**src/hw/tcm_pkg.sv**
```systemverilog
// Package of constants for the transfer controller mode and stop logic
package tcm_pkg;
  localparam int TCM_NUM_ENABLE_REGS = 4;
  localparam int TCM_NUM_SETS = 24;
  localparam int TCM_COUNT_W = 8;
  // Register byte offsets
  localparam logic [7:0] TCM_OFF_ENABLE0 = 8'h00;
  localparam logic [7:0] TCM_OFF_ENABLE3 = 8'h0C;
  localparam logic [7:0] TCM_OFF_MODE = 8'h10;
  localparam logic [7:0] TCM_OFF_RPT_IE = 8'h14;
  localparam logic [7:0] TCM_OFF_ADDR_INC = 8'h18;
  localparam logic [7:0] TCM_OFF_STATUS = 8'h1C;
  localparam logic [7:0] TCM_OFF_MASK = 8'h20;
  localparam logic [7:0] TCM_OFF_SEL = 8'h24;
  localparam logic [7:0] TCM_OFF_COUNT = 8'h28;
  localparam logic [7:0] TCM_OFF_RELOAD = 8'h2C;
  localparam logic [7:0] TCM_OFF_ADDR = 8'h30;
  localparam logic [7:0] TCM_OFF_BUSY = 8'h34;
  // Reset values
  localparam logic [TCM_COUNT_W-1:0] TCM_COUNT_RST = 8'h00;
  localparam logic [31:0] TCM_WORD_RST = 32'h0000_0000;
  // Cycles one transfer spends in the move state; the memory bus stays busy one cycle more
  localparam int TCM_XFER_CYCLES = 2;
  typedef enum logic [1:0] {
    TCM_IDLE,
    TCM_MOVE,
    TCM_DONE
  } tcm_state_t;
endpackage : tcm_pkg

```
**src/hw/tcm_channel.sv**
```systemverilog
// One control data set: transfer count, reload value and area address
module tcm_channel #(
  parameter int COUNT_W = 8
) (
  // Clock and reset
  input wire logic clock,
  input wire logic rstn,
  // Software writes
  input wire logic wr_count,
  input wire logic wr_reload,
  input wire logic wr_addr,
  input wire logic [31:0] wdata,
  // Transfer completion
  input wire logic done,
  input wire logic repeat_mode,
  input wire logic addr_inc,
  // State
  output logic [COUNT_W-1:0] count,
  output logic [COUNT_W-1:0] reload,
  output logic [15:0] addr,
  output logic last
);
  import tcm_pkg::*;
  logic [COUNT_W-1:0] next_count;
  logic [COUNT_W-1:0] next_reload;
  logic [15:0] next_addr;

  assign last = (count == COUNT_W'(1));

  always_comb begin
    next_count = count;
    next_reload = reload;
    next_addr = addr;
    if (wr_reload) begin
      next_reload = wdata[COUNT_W-1:0];
    end
    if (wr_addr) begin
      next_addr = wdata[15:0];
    end
    if (wr_count) begin
      next_count = wdata[COUNT_W-1:0];
    end else if (done) begin
      if (last && repeat_mode) begin
        next_count = reload;
      end else begin
        next_count = count - COUNT_W'(1);
      end
      if (addr_inc && !wr_addr) begin
        next_addr = addr + 16'h0001;
      end
    end
  end

  always_ff @(posedge clock or negedge rstn) begin
    if (!rstn) begin
      count <= '0;
      reload <= '0;
      addr <= 16'h0000;
    end else begin
      count <= next_count;
      reload <= next_reload;
      addr <= next_addr;
    end
  end
endmodule : tcm_channel

```
**src/hw/tcm_top.sv**
```systemverilog
// Transfer controller start, stop, reload and interrupt logic
module tcm_top #(
  parameter int NUM_SETS = tcm_pkg::TCM_NUM_SETS,
  parameter int COUNT_W = tcm_pkg::TCM_COUNT_W
) (
  // Clock and reset
  input wire logic clock,
  input wire logic rstn,
  // Avalon-MM slave
  input wire logic [7:0] avs_address,
  input wire logic avs_read,
  input wire logic avs_write,
  input wire logic [31:0] avs_writedata,
  output logic [31:0] avs_readdata,
  output logic avs_waitrequest,
  // Peripheral activation requests, one per set
  input wire logic [NUM_SETS-1:0] act_req,
  // Memory bus: transfer in progress for a set
  output logic mem_busy,
  output logic [4:0] mem_set,
  output logic [15:0] mem_addr,
  // Per-source interrupt pulses towards the CPU
  output logic [NUM_SETS-1:0] cpu_irq,
  // Summary interrupt
  output logic irq
);
  import tcm_pkg::*;

  // Enable bits: four registers of eight bits each
  logic [31:0] act_en;
  logic [31:0] next_act_en;
  logic [31:0] mode_rpt, next_mode_rpt;
  logic [31:0] rpt_ie, next_rpt_ie;
  logic [31:0] addr_inc, next_addr_inc;
  logic [31:0] status, next_status;
  logic [31:0] mask, next_mask;
  logic [4:0] sel, next_sel;
  logic [NUM_SETS-1:0] cpu_irq_n;

  tcm_state_t state, next_state;
  logic [4:0] cur, next_cur;
  logic [1:0] cyc, next_cyc;
  logic [31:0] rdata_n;
  logic ack, next_ack;

  logic [COUNT_W-1:0] count [NUM_SETS];
  logic [COUNT_W-1:0] reload [NUM_SETS];
  logic [15:0] addr [NUM_SETS];
  logic [NUM_SETS-1:0] last;
  logic [NUM_SETS-1:0] done_v;

  logic wr, rd;
  // Writes land at the edge where waitrequest is low
  assign wr = avs_write && ack;
  assign rd = avs_read && !ack;
  // One wait cycle on every access
  assign avs_waitrequest = (avs_read || avs_write) && !ack;

  genvar g;
  generate
    for (g = 0; g < NUM_SETS; g++) begin : g_set
      tcm_channel #(.COUNT_W(COUNT_W)) u_ch (
        .clock(clock),
        .rstn(rstn),
        .wr_count(wr && avs_address == TCM_OFF_COUNT
          && sel == 5'(g)),
        .wr_reload(wr && avs_address == TCM_OFF_RELOAD
          && sel == 5'(g)),
        .wr_addr(wr && avs_address == TCM_OFF_ADDR && sel == 5'(g)),
        .wdata(avs_writedata),
        .done(done_v[g]),
        .repeat_mode(mode_rpt[g]),
        .addr_inc(addr_inc[g]),
        .count(count[g]),
        .reload(reload[g]),
        .addr(addr[g]),
        .last(last[g])
      );
      assign done_v[g] = (state == TCM_DONE) && (cur == 5'(g));
    end
  endgenerate

  // Lowest pending enabled source wins
  logic found;
  logic [4:0] pick;
  always_comb begin
    found = 1'b0;
    pick = 5'h00;
    for (int i = NUM_SETS - 1; i >= 0; i--) begin
      if (act_en[i] && act_req[i]) begin
        found = 1'b1;
        pick = 5'(i);
      end
    end
  end

  // Transfer sequencer
  always_comb begin
    next_state = state;
    next_cur = cur;
    next_cyc = cyc;
    case (state)
      TCM_IDLE: begin
        if (found) begin
          next_state = TCM_MOVE;
          next_cur = pick;
          next_cyc = 2'(TCM_XFER_CYCLES - 1);
        end
      end
      TCM_MOVE: begin
        if (cyc == 2'h0) begin
          next_state = TCM_DONE;
        end else begin
          next_cyc = cyc - 2'h1;
        end
      end
      TCM_DONE: begin
        next_state = TCM_IDLE;
      end
      default: begin
        next_state = TCM_IDLE;
      end
    endcase
  end

  // Completion: enable clearing, interrupts, register writes
  logic fin_last, fin_irq, fin_stop;
  always_comb begin
    next_act_en = act_en;
    next_mode_rpt = mode_rpt;
    next_rpt_ie = rpt_ie;
    next_addr_inc = addr_inc;
    next_mask = mask;
    next_sel = sel;
    next_status = status;
    cpu_irq_n = '0;
    fin_last = (state == TCM_DONE) && last[cur];
    // Normal: always; repeat: only when repeat interrupt enabled
    fin_irq = fin_last && (!mode_rpt[cur] || rpt_ie[cur]);
    fin_stop = fin_irq;
    if (wr) begin
      if (avs_address >= TCM_OFF_ENABLE0
          && avs_address <= TCM_OFF_ENABLE3) begin
        next_act_en[avs_address[3:2]*8 +: 8] = avs_writedata[7:0];
      end else if (avs_address == TCM_OFF_MODE) begin
        next_mode_rpt = avs_writedata;
      end else if (avs_address == TCM_OFF_RPT_IE) begin
        next_rpt_ie = avs_writedata;
      end else if (avs_address == TCM_OFF_ADDR_INC) begin
        next_addr_inc = avs_writedata;
      end else if (avs_address == TCM_OFF_STATUS) begin
        next_status = status & ~avs_writedata;
      end else if (avs_address == TCM_OFF_MASK) begin
        next_mask = avs_writedata;
      end else if (avs_address == TCM_OFF_SEL) begin
        next_sel = avs_writedata[4:0];
      end
    end
    // Hardware stop and set win over a same-cycle software write
    if (fin_stop) begin
      next_act_en[cur] = 1'b0;
    end
    if (fin_irq) begin
      cpu_irq_n[cur] = 1'b1;
      next_status[cur] = 1'b1;
    end
    next_act_en[31:NUM_SETS] = '0;
    next_status[31:NUM_SETS] = '0;
  end

  // Only existing sets are read back; other indices read zero
  logic sel_ok;
  assign sel_ok = (32'(sel) < 32'(NUM_SETS));

  // Read mux
  always_comb begin
    next_ack = (avs_read || avs_write) && !ack;
    rdata_n = 32'h0000_0000;
    if (avs_address >= TCM_OFF_ENABLE0 && avs_address <= TCM_OFF_ENABLE3) begin
      rdata_n[7:0] = act_en[avs_address[3:2]*8 +: 8];
    end else if (avs_address == TCM_OFF_MODE) begin
      rdata_n = mode_rpt;
    end else if (avs_address == TCM_OFF_RPT_IE) begin
      rdata_n = rpt_ie;
    end else if (avs_address == TCM_OFF_ADDR_INC) begin
      rdata_n = addr_inc;
    end else if (avs_address == TCM_OFF_STATUS) begin
      rdata_n = status;
    end else if (avs_address == TCM_OFF_MASK) begin
      rdata_n = mask;
    end else if (avs_address == TCM_OFF_SEL) begin
      rdata_n[4:0] = sel;
    end else if (avs_address == TCM_OFF_COUNT && sel_ok) begin
      rdata_n[COUNT_W-1:0] = count[sel];
    end else if (avs_address == TCM_OFF_RELOAD && sel_ok) begin
      rdata_n[COUNT_W-1:0] = reload[sel];
    end else if (avs_address == TCM_OFF_ADDR && sel_ok) begin
      rdata_n[15:0] = addr[sel];
    end else if (avs_address == TCM_OFF_BUSY) begin
      rdata_n[0] = mem_busy;
    end
    if (!rd) begin
      rdata_n = avs_readdata;
    end
  end

  always_ff @(posedge clock or negedge rstn) begin
    if (!rstn) begin
      state <= TCM_IDLE;
      cur <= 5'h00;
      cyc <= 2'h0;
      act_en <= TCM_WORD_RST;
      mode_rpt <= TCM_WORD_RST;
      rpt_ie <= TCM_WORD_RST;
      addr_inc <= TCM_WORD_RST;
      status <= TCM_WORD_RST;
      mask <= TCM_WORD_RST;
      sel <= 5'h00;
      ack <= 1'b0;
      avs_readdata <= TCM_WORD_RST;
      cpu_irq <= '0;
    end else begin
      state <= next_state;
      cur <= next_cur;
      cyc <= next_cyc;
      act_en <= next_act_en;
      mode_rpt <= next_mode_rpt;
      rpt_ie <= next_rpt_ie;
      addr_inc <= next_addr_inc;
      status <= next_status;
      mask <= next_mask;
      sel <= next_sel;
      ack <= next_ack;
      avs_readdata <= rdata_n;
      cpu_irq <= cpu_irq_n;
    end
  end

  assign mem_busy = (state != TCM_IDLE);
  assign mem_set = cur;
  assign mem_addr = addr[cur];
  assign irq = |(status & mask);

  a_normal_stop: assert property (
    @(posedge clock) disable iff (!rstn)
    (state == TCM_DONE && last[cur] && !mode_rpt[cur])
    |=> (act_en[$past(cur)] == 1'b0 && cpu_irq[$past(cur)]))
    else $error("normal mode final transfer did not stop and interrupt");
  a_repeat_run: assert property (
    @(posedge clock) disable iff (!rstn)
    (state == TCM_DONE && last[cur] && mode_rpt[cur] && !rpt_ie[cur])
    |=> cpu_irq == '0)
    else $error("repeat mode interrupted without enable");
  a_repeat_keep: assert property (
    @(posedge clock) disable iff (!rstn)
    (state == TCM_DONE && last[cur] && mode_rpt[cur] && !rpt_ie[cur]
     && !(wr && avs_address <= TCM_OFF_ENABLE3))
    |=> act_en[$past(cur)] == $past(act_en[cur]))
    else $error("repeat mode stopped without interrupt enable");
  a_repeat_reload: assert property (
    @(posedge clock) disable iff (!rstn)
    (state == TCM_DONE && last[cur] && mode_rpt[cur]
     && !(wr && avs_address == TCM_OFF_COUNT))
    |=> count[$past(cur)] == $past(reload[cur]))
    else $error("repeat mode count not reloaded");
  a_count_dec: assert property (
    @(posedge clock) disable iff (!rstn)
    (state == TCM_DONE && !last[cur]
     && !(wr && avs_address == TCM_OFF_COUNT))
    |=> count[$past(cur)] == $past(count[cur]) - COUNT_W'(1))
    else $error("count not decremented");
  a_addr_step: assert property (
    @(posedge clock) disable iff (!rstn)
    (state == TCM_DONE && addr_inc[cur]
     && !(wr && avs_address == TCM_OFF_ADDR))
    |=> addr[$past(cur)] == $past(addr[cur]) + 16'h0001)
    else $error("area address did not advance");
  a_addr_hold: assert property (
    @(posedge clock) disable iff (!rstn)
    (state == TCM_DONE && !addr_inc[cur]
     && !(wr && avs_address == TCM_OFF_ADDR))
    |=> addr[$past(cur)] == $past(addr[cur]))
    else $error("fixed area address moved");
  a_start_move: assert property (
    @(posedge clock) disable iff (!rstn)
    (state == TCM_IDLE && found) |=> state == TCM_MOVE ##2 state == TCM_DONE)
    else $error("enabled request did not start a transfer");
  a_irq_level: assert property (
    @(posedge clock) disable iff (!rstn)
    $rose(cpu_irq[cur]) && mask[cur] |-> irq)
    else $error("interrupt output not raised");
  a_irq_status: assert property (
    @(posedge clock) disable iff (!rstn)
    cpu_irq[cur] |-> status[cur])
    else $error("interrupt pulse without status bit");
  a_irq_pulse: assert property (
    @(posedge clock) disable iff (!rstn)
    cpu_irq != '0 |=> cpu_irq == '0)
    else $error("interrupt request longer than one cycle");
  a_bus_wait: assert property (
    @(posedge clock) disable iff (!rstn)
    $rose(avs_read || avs_write) |-> avs_waitrequest)
    else $error("first bus cycle was not stretched");
  a_bus_answer: assert property (
    @(posedge clock) disable iff (!rstn)
    avs_waitrequest |=> !avs_waitrequest)
    else $error("bus answer took more than one wait cycle");
endmodule : tcm_top

```
**config.mk**
```make
export PLATFORM = sky130hd
export DESIGN_NAME = tcm_top
export DESIGN_NICKNAME = d
export VERILOG_FILES = /design/src/hw/tcm_pkg.sv /design/src/hw/tcm_channel.sv /design/src/hw/tcm_top.sv
export SDC_FILE = /design/constraint.sdc
export NUM_CORES = 2
export LEC_CHECK = 0
export BUFFER_PORTS_ARGS = -buffer_cell sky130_fd_sc_hd__buf_2
export CORE_ASPECT_RATIO = 1.25
export CORE_MARGIN = 2
export CORE_UTILIZATION = 45
export DETAILED_ROUTE_END_ITERATION = 8
export PLACE_DENSITY = 0.62
export REMOVE_ABC_BUFFERS = 1
export SYNTH_ARGS = -nofsm -noshare
export SYNTH_HDL_FRONTEND = slang
export SYNTH_SLANG_ARGS = --single-unit
```
**constraint.sdc**
```tcl
create_clock -name clock -period 2.99 [get_ports clock]
set_input_delay 0.4485 -clock clock [delete_from_list [all_inputs] [get_ports clock]]
set_output_delay 0.4485 -clock clock [all_outputs]
set_load 0.03 [all_outputs]
```
Word level (Yosys, flattened, before mapping)
Cells that the tools add are included.
{"block": "word_totals", "regBits": 1015, "output_inout_bits": 80}
{"block": "classes", "muxes": 270, "n_eq_ne": 85, "bitwise": 14, "n_lt_le_gt_ge": 7, "n_reduce_logical": 248, "shift": 3, "addsub": 50}
{"cell": "$mux W16", "n": 102}
{"cell": "$mux W8", "n": 81}
{"cell": "$add A16 B1 Y16 const B", "n": 24}
{"cell": "$mux W24", "n": 12}
{"cell": "$eq A8 B1 Y1 const B", "n": 24}
{"cell": "$sub A8 B1 Y8 const B", "n": 24}
{"cell": "$logic_and A1 B1 Y1", "n": 181}
{"cell": "$bmux W16 S5", "n": 2}
{"cell": "$mux W32", "n": 4}
{"cell": "$mux W5", "n": 25}
{"cell": "$bmux W8 S5", "n": 2}
{"cell": "$eq A5 B4 Y1 const B", "n": 16}
{"cell": "$eq A5 B5 Y1 const B", "n": 16}
{"cell": "$reduce_bool A2 Y1", "n": 26}
{"cell": "$and A24 B24 Y24", "n": 2}
{"cell": "$eq A8 B6 Y1 const B", "n": 6}
{"cell": "$not A24 Y24", "n": 2}
{"cell": "$eq A5 B3 Y1 const B", "n": 8}
{"cell": "$neg A5 Y34", "n": 1}
{"cell": "$shift A8 B34 Y32 const A", "n": 1}
{"cell": "$shiftx A8 B34 Y32", "n": 1}
{"cell": "$and A24 B32 Y32", "n": 1}
{"cell": "$bwmux W32", "n": 1}
{"cell": "$eq A8 B5 Y1 const B", "n": 4}
{"cell": "34 further kinds", "n": 111}

Depth between registers and ports, before layout
{"block": "depth", "depth_word": 27, "mapped_depth": 14, "mapped_depth_nobuf": 9}

Hierarchy
A second synthesis with hierarchy kept.
{"block": "hier_totals", "cells_unflattened": 6360, "hier_area_um2": 65286.4}
{"module": "tcm_channel (g_set[0].u_ch ...)", "cells_per_inst": 182, "area_each_um2": 1789.2, "instances": 23}
{"module": "tcm_top", "cells_per_inst": 1993, "area_each_um2": 22337.7, "instances": 1}
{"module": "tcm_channel (g_set[19].u_ch)", "cells_per_inst": 181, "area_each_um2": 1796.7, "instances": 1}

Least setup slack after synthesis
OpenSTA, ideal clock, no wires.
{"block": "synth_timing", "path_type": "reg2out", "from": "register cur[0] (netlist: mem_set[0])", "to": "output mem_addr[10]", "n_path_buf": 3, "path_stages_with_launch": 7, "arrival_time_ns": 2.631, "path_slack_ns": -0.089, "path_cell_list": "dfrtp_1 > clkbuf_1 > buf_2 > buf_1 > mux4_2 > a22oi_1 > nand3_1"}
{"block": "synth_via", "elab_chain_cells": 4}
{"element": "start: declaration", "line": "tcm_top.sv:41", "source": "logic [4:0] cur, next_cur;"}
{"element": "start signal: assignment", "line": "tcm_top.sv:224", "source": "cur <= next_cur;"}
{"element": "$not A5 Y6 (implied by the code)", "line": "tcm_top.sv:241", "source": "assign mem_addr = addr[cur];"}
{"element": "$bmux W16 S5", "line": "tcm_top.sv:241"}
{"element": "$mux W16 (implied by the code) (2 in a row)", "line": "tcm_top.sv:241"}
{"element": "end: declaration", "line": "tcm_top.sv:21", "source": "output logic [15:0] mem_addr,"}
No other way between the ends. The select of a mux whose other input is x is not followed.

Final worst setup path
{"block": "layout_timing", "from": "register cur[0] (netlist: mem_set[0])", "to": "output mem_addr[12]"}
The elaborated chain is that of the path after synthesis.

==> flow_summary.toml <==
[sta]
finalCritPeriodShare = 1.11
setup_viol = 19
drv_slew = 0
clock_skew_ps = 37.1
layout_setup_ws_ps = -343
finalHoldViolations = 0
relSlewSlack = 0.243
fmax_ghz = 0.300
post-route-min-period_ps = 3330
grt_setup_unrepaired = "true"
worst_pin_slew_ps = 1130
hold_ws_ps = 35.5

[hold_path]
hold_path_class = "input port to flip-flop"
worstHoldPathCells = 2

[synthesis]
yosys-top-cells-area = "dfrtp_1 (41%), mux4_2 (9.6%), mux2_2 (5.8%), nand2_1 (4.6%), a21oi_1 (4.2%)"
netlist_area_sq_um = 62600
synth_area_per_cell_sq_um = 9.53
synthFlopType = "dfrtp_1"
synth_commonest_cells = "dfrtp_1 (1,015), nand2_1 (766), nor2_1 (666), a21oi_1 (525), o21ai_0 (405)"
synth_cell_type_count = 91
seq_area_frac_synth = 0.406
yosysMostFrequentCell = "dfrtp_1"
syn_inst = 6572
synth-seq-cells = 1015
synth_edf_count = 0
yosys.area.top_type = "dfrtp_1"
ys_warn_count = 0
synth_top_area_frac = 0.406
async_flop_share = 1.00

[power_and_ir_drop]
ir_drop_mv = 0.502
power.density_nw_per_um2 = 472
leakage_nw = 30.6

[cells_and_area]
nNetsFinal = 7125
drive_gt1_frac = 0.235
fillers = 12500
synthToLayoutAreaGrowth_pct = 18.5
utilization = 0.535

[global_routing]
globalRouteMet2Util = 0.580
grtUsageTotal = 0.372
grt-ovfl-total = 0
grt_max_degree = 108
first_global_vias = 55000
grtUsageMet3 = 0.0736
busiest_layer = "met2"
antenna_found_initial = 14
grt_pass1_wl_mm = 387
grtUsageMet1 = 0.466

[routing]
drc_errors = 0
ant_nets = 0
via_count = 57100
first_pass_iters = 8
vias_per_cell = 6.39
drt-wirelength-per-cell_um = 29.9
drtIter0Drc = 6300
drt_wl_total_mm = 267

[cts]
cts_buffers = 112
root_buffer = "clkbuf_16"
insertion_delay_ps = 780
clockBufferDepth = 3
cts_tree = "done"
clk_pin_slew_ps = 70
cts.htree.levels = 3
cts_sinks = 1015

[die]
core-area_sq_um = 139000
die-height_um = 421
die_x_um = 338
die-area_sq_um = 142000
start_util = 0.452
pin_count = 148
row_count = 153

[worst_setup_path]
start_kind = "flip-flop"
critical_path_required_ps = 2540
reg2reg_depth = 13
cp_max_fo = 8
worstPathArrival_ps = 2880
cp-end-kind = "primary output"
crit_type = "flip-flop to primary output"

[status]
status = "finished, violations left"
violations = "setup timing"

[placement]
numPortBuffers = 147
finalWeightedCongestion = 1.05
hpwl_mm = 197

[run]
maxCapViolations = 0
per-stage QoR:
stage	instance area (sq um)	worst slack (ps)	TNS (ps)	total power, W	cells
final	74200	-343	-4910	0.0350	8940
after global routing	74200	-358	-5140	0.0358	8935
after CTS	73900	-351	-5150	0.0348	8924
after detailed placement	69100	-98.9	-143	0.0194	8680
after global placement	69100	-175	-364	0.0193	8680
after floorplan	60600	-5560	-3954710	0.0166	6109
where the power goes:
part / switching [W] / leakage, nW / total [W] / internal [W]
Combinational: 0.00359 / 15.7 / 0.00575 / 0.00217
Clock: 0.00629 / 1.89 / 0.0149 / 0.00865
Sequential: 0.000364 / 13.0 / 0.0143 / 0.0140
state kept, by name, indices dropped and copies added, names as in the netlist, 24 cells and up:
name / cells
g_set.u_ch.addr: 384
g_set.u_ch.count: 192
g_set.u_ch.reload: 192
addr_inc: 32
avs_readdata: 32
mask: 32
mode_rpt: 32
rpt_ie: 32
act_en: 24
cpu_irq: 24
status: 24
critical path: stages (launching register included):
cell and delay, ps:
dfrtp_4 460, buf_12 190, buf_12 130, buf_16 130, mux4_2 540, a22oi_1 160
buf_4 190, nand3_2 120, buf_6 170
area by class of cell:
class	instances	area, sq um	area share
antenna	5	12.5	0.000169
clock buffer	163	3250	0.0437
clock inverter	47	641	0.00863
timing repair buffer	756	6800	0.0917
sequential	1015	25400	0.343
inverter	189	709	0.00956
multi-input combinational	4905	35100	0.472
tap	1860	2330	0.0314
cells by family after synthesis:
group | after synthesis | share of synthesized area
buffers and inverters | 652 | 0.0431
XOR/XNOR | 396 | 0.0554
multiplexers | 690 | 0.170
AO/OA/AOI/OAI | 1559 | 0.151
adder cells (fa/ha/maj) | 78 | 0.0156
flip-flops | 1015 | 0.406
AND/OR/NAND/NOR | 2182 | 0.159
cells in the final DEF, fill, tap and decap left out, types with 21 or more instances in the layout:
cell	instances
or3_1	50
a22oi_2	41
buf_4	490
mux2_2	321
nor2_1	655
nand4_1	128
a211oi_1	122
xnor2_1	219
nand3_1	170
a21oi_1	520
and4_1	21
and3_1	71
buf_6	32
mux2i_1	100
o22ai_1	132
nor3_1	105
clkbuf_8	23
nor4_1	28
a21o_1	26
clkbuf_16	114
nand2_1	763
nor2b_1	29
xor2_1	177
o22a_1	39
a221oi_1	30
inv_1	187
buf_2	122
buf_12	85
ha_1	78
clkbuf_1	27
o21ai_0	405
dfrtp_1	1007
mux4_2	267
a22oi_1	54
a31oi_1	52
timing repair:
| item | in CTS | in global routing |
|---|---|---|
| hold buffers | 16 | 0 |
| gates cloned | 6 | 1 |
| hold endpoints to repair | 90 | 0 |
| resized for setup | 108 | 41 |
| setup buffers | 12 | 11 |
| pin swaps | 24 | 17 |
| endpoints found under the setup margin | 18 | 103 |
per-layer routing:
metal / share of wire / wire length [um] / up-vias
li1: - / - / 24700
met1: 0.37 / 99400 / 28500
met2: 0.46 / 122000 / 3058
met3: 0.088 / 23400 / 903
met4: 0.082 / 21800 / 20
met5: 0.00049 / 131 / -
path summary, 6_finish.rpt:
path | end | slack (ps) | from
setup / recovery | mem_addr[12] | -340 | mem_set[0]
hold / removal | mask[19] | 40 | avs_writedata[19]
setup reg to reg | act_en[7] | -20 | mem_set[0]
hold reg to reg | avs_readdata[29] | 500 | avs_readdata[29]
max in group asynchronous | g_set[4].u_ch.addr[13] | 1680 | rstn
min in group asynchronous | g_set[22].u_ch.count[4] | 240 | rstn
Note: power is estimated with default switching activity, not from simulation.
